$ cat config.mk
export PLATFORM = sky130hd
export DESIGN_NAME = tseg_top
export DESIGN_NICKNAME = d
export VERILOG_FILES = /design/src/logic/tseg_pkg.sv /design/src/logic/tseg_sync.sv /design/src/logic/tseg_top.sv
export VERILOG_INCLUDE_DIRS = /design/src /design/src/logic
export SDC_FILE = /design/constraint.sdc
export NUM_CORES = 1
export LEC_CHECK = 0
export BUFFER_PORTS_ARGS = -buffer_cell sky130_fd_sc_hd__buf_4
export CAP_MARGIN = 15
export CORE_UTILIZATION = 50
export CTS_CLUSTER_SIZE = 20
export DETAILED_ROUTE_END_ITERATION = 7
export PLACE_DENSITY = 0.8
export SLEW_MARGIN = 0
export SYNTH_ARGS = -nofsm -noshare
export SYNTH_HDL_FRONTEND = slang
export SYNTH_SLANG_ARGS = --single-unit
$ cat constraint.sdc
create_clock -name clk -period 1.67 [get_ports clk]
set_clock_uncertainty 0.2 [all_clocks]
set_input_delay 0.167 -clock clk [delete_from_list [all_inputs] [get_ports clk]]
set_output_delay 0.167 -clock clk [all_outputs]
set_load 0.03 [all_outputs]
$ cat src/logic/tseg_map.svh
/*
  Register offsets, field positions, masks and reset values of the timer
  event trigger block.
  Assumes inclusion by bare name from the package and the design modules.
*/
`ifndef TSEG_MAP_SVH
`define TSEG_MAP_SVH

// Register offsets on the register port.
`define TSEG_ADDR_W        8
`define TSEG_OFF_IEN       8'h0C
`define TSEG_OFF_STS       8'h10
`define TSEG_OFF_TRIG      8'h14
`define TSEG_OFF_CAPT      8'h34
`define TSEG_OFF_CLR       8'h44

// Register data width.
`define TSEG_DATA_W        16
`define TSEG_CNT_MAX_W     16

// Bit positions shared by the trigger, enable and status layouts.
`define TSEG_BIT_UPD       0
`define TSEG_BIT_CH1       1
`define TSEG_BIT_CTL       5
`define TSEG_BIT_BRK       7
`define TSEG_BIT_UPD_DMA   8
`define TSEG_BIT_CH1_DMA   9
`define TSEG_BIT_REPEAT    9

// Writable and readable bits of the enable and status registers, and the flags that drive the interrupt.
`define TSEG_IEN_MASK      16'h03A3
`define TSEG_STS_MASK      16'h02A3
`define TSEG_IRQ_MASK      16'h00A3

// Reset values.
`define TSEG_IEN_RST       16'h0000
`define TSEG_STS_RST       16'h0000
`define TSEG_ZERO16        16'h0000

`endif

$ cat src/logic/tseg_pkg.sv
/*
  Types of the timer event trigger block: counting modes, the command
  bundle to the counter datapath and the complete state of the block.
  Assumes the map header is on the include path.
*/
`include "tseg_map.svh"

package tseg_pkg;

  // Counting direction of the counter datapath.
  typedef enum logic [1:0] {
    TSEG_MODE_UP,
    TSEG_MODE_DOWN,
    TSEG_MODE_CENTER
  } tseg_mode_t;

  // Commands issued to the counter and prescaler datapath.
  typedef struct packed {
    logic                         load;
    logic [`TSEG_CNT_MAX_W-1:0]   value;
    logic                         prescClear;
  } tseg_cnt_cmd_t;

  // Pending self-clearing trigger bits.
  typedef struct packed {
    logic upd;
    logic ch1;
    logic ctl;
    logic brk;
  } tseg_pend_t;

  // Whole state of the top module.
  typedef struct packed {
    tseg_pend_t                 pend;
    logic [`TSEG_DATA_W-1:0]    ien;
    logic [`TSEG_DATA_W-1:0]    sts;
    logic [`TSEG_CNT_MAX_W-1:0] capt;
    logic [`TSEG_CNT_MAX_W-1:0] loadVal;
    logic [`TSEG_DATA_W-1:0]    rdata;
  } tseg_state_t;

endpackage : tseg_pkg

$ cat src/logic/tseg_sync.sv
/*
  Three flip-flop pin synchroniser with agreement filter.
  Assumes an asynchronous pin input and the block clock and reset.
*/
`timescale 1ns/1ps

module tseg_sync
  import tseg_pkg::*;
(
  input  wire logic clk,
  input  wire logic nrst,
  input  wire logic pinIn,
  output logic      levelOut
);

  logic stage1_q;
  logic stage2_q;
  logic stage3_q;
  logic level_q;

  // The first stage feeds only the second; the output follows once stages two and three agree.
  always_ff @(posedge clk or negedge nrst)
  begin
    if (!nrst)
    begin
      stage1_q <= 1'b0;
      stage2_q <= 1'b0;
      stage3_q <= 1'b0;
      level_q  <= 1'b0;
    end
    else
    begin
      stage1_q <= pinIn;
      stage2_q <= stage1_q;
      stage3_q <= stage2_q;
      if (stage2_q == stage3_q)
      begin
        level_q <= stage3_q;
      end
    end
  end

  assign levelOut = level_q;

endmodule : tseg_sync

$ cat src/logic/tseg_top.sv
/*
  Timer software event generation block: trigger register, enable and
  status registers, forced update, channel 1, control update and break
  events, channel 1 capture register and one level interrupt.
  Assumes a register master on the same clock, a counter datapath that
  obeys the load and prescaler clear commands, and a break pin that is
  asynchronous to the clock.
*/
// Added by the designer: the address-and-strobe port.
// Functional notes
// RQ1 - Update trigger reinitialises counter, raises update event.
// RQ2 - Update trigger bit self-clears after issuing.
// RQ3 - Update clears prescaler count, keeps division factor.
// RQ4 - Down counting loads auto-reload value.
// RQ5 - Up or center counting resets counter.
// RQ6 - Channel 1 trigger forces event, self-clears.
// RQ7 - Output mode: set flag, interrupt, DMA.
// RQ8 - Input mode: capture counter, set flag.
// RQ9 - Capture with flag set sets repeat flag.
// RQ10 - Control update trigger issues event, self-clears.
// RQ11 - Control update only on complementary channels.
// RQ12 - Break trigger acts like valid break input.
// RQ13 - Channel 1 enables at bits 1, 9.
// RQ14 - Control update sets sticky flag.
// RQ15 - Break flag clears only after break ends.
// RQ16 - Zero writes ignored; trigger reads zero.
`timescale 1ns/1ps
`include "tseg_map.svh"

module tseg_top
  import tseg_pkg::*;
#(
  parameter int CNT_W = 16
)
(
  input  wire logic                     clk,
  input  wire logic                     nrst,
  input  wire logic [`TSEG_ADDR_W-1:0]  regAddr,
  input  wire logic [`TSEG_DATA_W-1:0]  regWdata,
  input  wire logic                     regWr,
  input  wire logic                     regRd,
  output logic      [`TSEG_DATA_W-1:0]  regRdata,
  input  wire tseg_mode_t               countMode,
  input  wire logic [CNT_W-1:0]         autoReloadValue,
  input  wire logic [CNT_W-1:0]         counterValue,
  input  wire logic                     ch1IsInput,
  input  wire logic                     ch1Complementary,
  input  wire logic                     breakPin,
  output tseg_cnt_cmd_t                 cntCmd,
  output logic                          updateEvent,
  output logic                          updateDmaReq,
  output logic                          ch1Event,
  output logic                          ch1DmaReq,
  output logic                          controlUpdate,
  output logic                          breakEvent,
  output logic                          irq
);

  // Refuse counter widths that do not fit the register fields, while elaborating.
  if (CNT_W < 1 || CNT_W > `TSEG_CNT_MAX_W)
  begin : g_badWidth
    $error("tseg_top: CNT_W out of range");
  end

  tseg_state_t state_q;
  tseg_state_t state_d;

  logic                        breakLevel;
  logic                        wrTrig;
  logic                        wrIen;
  logic                        wrClr;
  logic                        rdCapt;
  logic [`TSEG_DATA_W-1:0]     setMask;
  logic [`TSEG_DATA_W-1:0]     clrMask;
  logic [`TSEG_CNT_MAX_W-1:0]  arrWide;
  logic [`TSEG_CNT_MAX_W-1:0]  cntWide;
  logic                        ctlEffective;

  // The break pin passes the synchroniser before any logic looks at it.
  tseg_sync u_break_sync (
    .clk      (clk),
    .nrst     (nrst),
    .pinIn    (breakPin),
    .levelOut (breakLevel)
  );

  // Address decode of the register port.
  assign wrTrig = regWr && (regAddr == `TSEG_OFF_TRIG);
  assign wrIen  = regWr && (regAddr == `TSEG_OFF_IEN);
  assign wrClr  = regWr && (regAddr == `TSEG_OFF_CLR);
  assign rdCapt = regRd && (regAddr == `TSEG_OFF_CAPT);

  // Counter values widened to the register field width.
  assign arrWide = `TSEG_CNT_MAX_W'(autoReloadValue);
  assign cntWide = `TSEG_CNT_MAX_W'(counterValue);

  // The control update only acts where the channel has complementary outputs.
  assign ctlEffective = state_q.pend.ctl && ch1Complementary; // RQ11

  // Flags that hardware raises this cycle.
  always_comb
  begin
    setMask = `TSEG_ZERO16;
    if (state_q.pend.upd)
    begin
      setMask[`TSEG_BIT_UPD] = 1'b1; // RQ1
    end
    if (state_q.pend.ch1)
    begin
      setMask[`TSEG_BIT_CH1] = 1'b1; // RQ7
      if (ch1IsInput && state_q.sts[`TSEG_BIT_CH1])
      begin
        setMask[`TSEG_BIT_REPEAT] = 1'b1; // RQ9
      end
    end
    if (ctlEffective)
    begin
      setMask[`TSEG_BIT_CTL] = 1'b1; // RQ14
    end
    if (state_q.pend.brk || breakLevel)
    begin
      setMask[`TSEG_BIT_BRK] = 1'b1; // RQ12
    end
  end

  // Flags that software or a capture read asks to clear.
  always_comb
  begin
    clrMask = `TSEG_ZERO16;
    if (wrClr)
    begin
      clrMask = regWdata & `TSEG_STS_MASK;
    end
    if (breakLevel)
    begin
      clrMask[`TSEG_BIT_BRK] = 1'b0; // RQ15
    end
    if (rdCapt)
    begin
      clrMask[`TSEG_BIT_CH1] = 1'b1;
    end
  end

  // Next state of the whole block.
  always_comb
  begin
    state_d = state_q;

    // Trigger bits are pending for exactly one cycle, then clear themselves.
    state_d.pend.upd = wrTrig && regWdata[`TSEG_BIT_UPD]; // RQ2
    state_d.pend.ch1 = wrTrig && regWdata[`TSEG_BIT_CH1]; // RQ6
    state_d.pend.ctl = wrTrig && regWdata[`TSEG_BIT_CTL]; // RQ10
    state_d.pend.brk = wrTrig && regWdata[`TSEG_BIT_BRK]; // RQ12

    // The reload value is chosen from the counting mode when the trigger is written.
    if (wrTrig && regWdata[`TSEG_BIT_UPD])
    begin
      if (countMode == TSEG_MODE_DOWN)
      begin
        state_d.loadVal = arrWide; // RQ4
      end
      else
      begin
        state_d.loadVal = `TSEG_ZERO16; // RQ5
      end
    end

    // Enable register, reserved bits held at zero.
    if (wrIen)
    begin
      state_d.ien = regWdata & `TSEG_IEN_MASK; // RQ13
    end

    // Sticky status: a set in the same cycle as a clear wins.
    state_d.sts = ((state_q.sts & ~clrMask) | setMask) & `TSEG_STS_MASK;

    // A forced channel event in input mode captures the counter.
    if (state_q.pend.ch1 && ch1IsInput)
    begin
      state_d.capt = cntWide; // RQ8
    end

    // Read data stands in the cycle after the read strobe only.
    state_d.rdata = `TSEG_ZERO16;
    if (regRd)
    begin
      case (regAddr)
        `TSEG_OFF_IEN:  state_d.rdata = state_q.ien;
        `TSEG_OFF_STS:  state_d.rdata = state_q.sts;
        `TSEG_OFF_CAPT: state_d.rdata = state_q.capt;
        `TSEG_OFF_TRIG: state_d.rdata = `TSEG_ZERO16; // RQ16
        default:        state_d.rdata = `TSEG_ZERO16;
      endcase
    end
  end

  // State register.
  always_ff @(posedge clk or negedge nrst)
  begin
    if (!nrst)
    begin
      state_q.pend    <= '0;
      state_q.ien     <= `TSEG_IEN_RST;
      state_q.sts     <= `TSEG_STS_RST;
      state_q.capt    <= `TSEG_ZERO16;
      state_q.loadVal <= `TSEG_ZERO16;
      state_q.rdata   <= `TSEG_ZERO16;
    end
    else
    begin
      state_q <= state_d;
    end
  end

  // Commands to the counter datapath; the division factor lives elsewhere and is untouched.
  assign cntCmd.load       = state_q.pend.upd; // RQ1
  assign cntCmd.value      = state_q.loadVal;
  assign cntCmd.prescClear = state_q.pend.upd; // RQ3

  // Event pulses, one cycle after the trigger write.
  assign updateEvent   = state_q.pend.upd;
  assign updateDmaReq  = state_q.pend.upd && state_q.ien[`TSEG_BIT_UPD_DMA];
  assign ch1Event      = state_q.pend.ch1; // RQ6
  assign ch1DmaReq     = state_q.pend.ch1 && state_q.ien[`TSEG_BIT_CH1_DMA]; // RQ13
  assign controlUpdate = ctlEffective; // RQ11
  assign breakEvent    = state_q.pend.brk; // RQ12

  // Level interrupt while any enabled flag except the repeat flag is set.
  assign irq = |(state_q.sts & state_q.ien & `TSEG_IRQ_MASK); // RQ7

  assign regRdata = state_q.rdata;

endmodule : tseg_top

==> results by group <==
Critical path
  • Worst-path cell chain: a22oi_1 > nand2_1 > buf_4
  • CP arrival: around 1.3 ns
  • Worst reg2reg path endpoint: state_q[45]
  • RR Startpoint: ch1Event
  • R2r worst-path depth: 3
  • CP max FO: 4
  • R2r setup slk: ~0.3 ns
  • Crit path max-delay cell type: dfrtp_1
  • CP peak stage delay: between 0.4 and 0.5 ns
  • Crit start category: flip-flop
  • Crit Path Class: reg -> out
  • Req. time, crit path: around 1.3 ns
  • Worst Setup End Kind: output pin

STA
  • Final setup fails: 0
  • Post-route clock period utilization: 0.966
  • Highest Clock Rate: roughly 0.62 GHz
  • Post-route setup slack: between 0.05 and 0.06 ns
  • Fin. max-slew vios: 0
  • Fin crit period: 1.61 ns
  • Final Hold Vio Count: 0
  • Tightest Pin Transition: 0.457 ns
  • RSZ-0062 raised after global routing: no
  • Setup TNS: 0 ns
  • Worst relative slew slack: 0.696

Global route
  • Vias in the first global route: approximately 2200
  • Global-route wire length before repair: between 10000 and 15000 microns
  • GRT Total Usage: 0.212
  • Largest net degree at the start of global routing: 47
  • Number of antenna violations at the first check in global routing: 0
  • Grt ovf: 0

Job
  • MaxCap Viol Count: 0

Floorplanning
  • Die area: approximately 0.0065 sq mm
  • Die width: 80.8 microns
  • Top-Level Pins: ~110
  • FP Rows: 28
  • Core area: around 0.006 sq mm
  • Initial Util: 0.521
  • Die Y: 80.8 microns

Place
  • DP HPWL: 4300 microns
  • Area post-placement: approximately 0.0037 sq mm
  • Pre-CTS WS: 0.0112 ns
  • Gp weighted congestion: 0.836
  • Port Buffers: 95

CTS
  • Clock sink total: 67
  • Hold Buf Count CTS: 43
  • H-tree level count: 3
  • Setup repair bufs after CTS: 0
  • CTS tree: yes
  • Inserted Clock Buffers: 9
  • Clk buf depth: 2
  • Reg clk slew, reported paths: around 0.070 ns
  • Latest clock arrival within the worst-skew pair: ~0.33 ns
  • Gates resized, CTS repair: 0
  • CTS root buf: clkbuf_8

Drt
  • WL/cell: ~14 microns
  • Routed vias: 2222
  • Initial DRT Pass Iterations: 4
  • Drt drc: 0
  • Post-DRT Antenna Nets: 0
  • Total Routed Length: ~6400 microns
  • Iter 0 DRT Violations: just over 100
  • Vias per inst: slightly below 5

Cells and area
  • Commonest non-fill, non-tap cells in the layout: buf_4, dfrtp_1, dlygate4sd3_1, nand2_1
  • Net count, final: 433
  • Number of diodes: 0
  • Layout cell share with drive strength beyond 1: 0.389
  • Sequential cell area: approximately 0.0017 sq mm
  • Fill count: slightly below 400
  • Commonest non-fill, non-tap cell in the layout: buf_4
  • Area grow syn2layout: 40.1%
  • Area of the multi-input gates: around 0.001 sq mm
  • Fin area: about 0.0043 sq mm

Yosys
  • Compound-Gate Fraction of Synth Area: 0.0407
  • Seq cells post-synth: between 60 and 70
  • Post-synthesis simple-gate area fraction: 0.142
  • Area leader, netlist: dfrtp_1
  • Synth Flop Type: dfrtp_1
  • Async S/R FF share, synth: 1.00
  • Synth area leaders: dfrtp_1, buf_4, mux2_2, mux2i_1, and2_1
  • Mux contribution to synthesized area: 0.139
  • Largest family of logic cells by synthesized area: simple AND/OR/NAND/NOR gates
  • Netlist Area Pre-Place: 0.00310 sq mm
  • Synthesized-area fraction occupied by adder cells: 0.00323
  • Syn Area/Cell: ~12 sq um
  • Sequential area share after synthesis: 0.541
  • EDFF count, synth: 0
  • Cells after Synth: about 260
  • Area share of the largest cell type after synthesis: 0.541
  • Syn_nets: 321
  • Ys Warns: 0
  • Yosys cell types: 36
  • Synth Area in XOR/XNOR: 0.00282

Outcome
  • Status: finished, final reports clean

Pwr
  • Power per cell area: about 870 mW/mm^2
  • P_leak: approximately 2.2 nW
  • Total power: 0.00376 W
  • Max VDD drop: about 0.00057 V

Hold path
  • HP Class: in -> async
per-stage QoR:
step | hold WS [ns] | utilization | instances
finish | 0.0758 | 0.730 | 448
global route | 0.0665 | 0.730 | 448
CTS | 0.0528 | 0.730 | 448
floorplan | -0.329 | - | 256
global placement | -0.130 | 0.614 | 389
detailed placement | -0.124 | 0.614 | 389
power breakdown:
part / leakage [nW] / total (W) / switching (W) / internal [W]
clock network: 0.133 / 0.00168 / 0.000567 / 0.00111
logic: 1.19 / 0.000396 / 0.000173 / 0.000222
registers: 0.840 / 0.00169 / 0.0000250 / 0.00166
registers in the layout, indices dropped and copies added (netlist names):
signal and cells:
u_break_sync.stage2_q 1, regRdata 16, ch1Event 1, updateEvent 1, state_q 28, u_break_sync.stage1_q 1, u_break_sync.levelOut 1, u_break_sync.stage3_q 1
breakEvent 1, cntCmd 16
critical path: cells and delay by family (launching register included):
| kind | cells | cell delay [ns] |
|---|---|---|
| compound gates | 1 | 0.20 |
| buf+inv | 1 | 0.18 |
| flops | 1 | 0.43 |
| simple gates | 1 | 0.11 |
metal layers:
layer	up-vias	global-route usage	routed length (microns)
met2	73	0.351	3250
met5	-	0	0
met1	1078	0.268	2730
met4	0	0.107	108
met3	12	0.0371	307
li1	1059	-	-
cells by family after synthesis:
group                    Yosys count
buffers and inverters             61
AO/OA/AOI/OAI                     16
flip-flops                        67
adder cells (fa/ha/maj)            1
AND/OR/NAND/NOR                   72
multiplexers                      38
XOR/XNOR                           1
how the worst max path moves through the flow:
stage,start,end,slack [ns],cells past startpoint
floorplan,ch1Event,state_q[37],0.03,3
global placement,regAddr[5],cntCmd[6],0.07,4
detailed placement,regAddr[1],regRdata[4],0.01,5
CTS,state_q[49],irq,0.04,3
global route,state_q[49],irq,0.02,3
finish,state_q[49],irq,0.06,3
cell type report:
| type | instances | area share |
|---|---|---|
| Multi-Input combinational cell | 128 | 0.233 |
| Tap cell | 75 | 0.0216 |
| Clock inverter | 4 | 0.0219 |
| Clock buffer | 12 | 0.0380 |
| Sequential cell | 67 | 0.386 |
| Inverter | 16 | 0.0138 |
| Timing Repair Buffer | 146 | 0.286 |
synth_stat cells (2+ instances only):
cell	number
a211oi_1	3
a21o_1	2
a22oi_1	2
a311oi_1	3
and2_1	16
and3_1	4
buf_12	2
buf_2	5
buf_4	34
buf_6	2
clkbuf_1	2
dfrtp_1	67
inv_1	16
mux2_2	16
mux2_4	6
mux2i_1	16
nand2_1	19
nand3_1	11
nand4_1	8
nor2_1	2
nor3b_1	4
o211ai_1	2
Note: power is estimated with default switching activity, not from simulation.
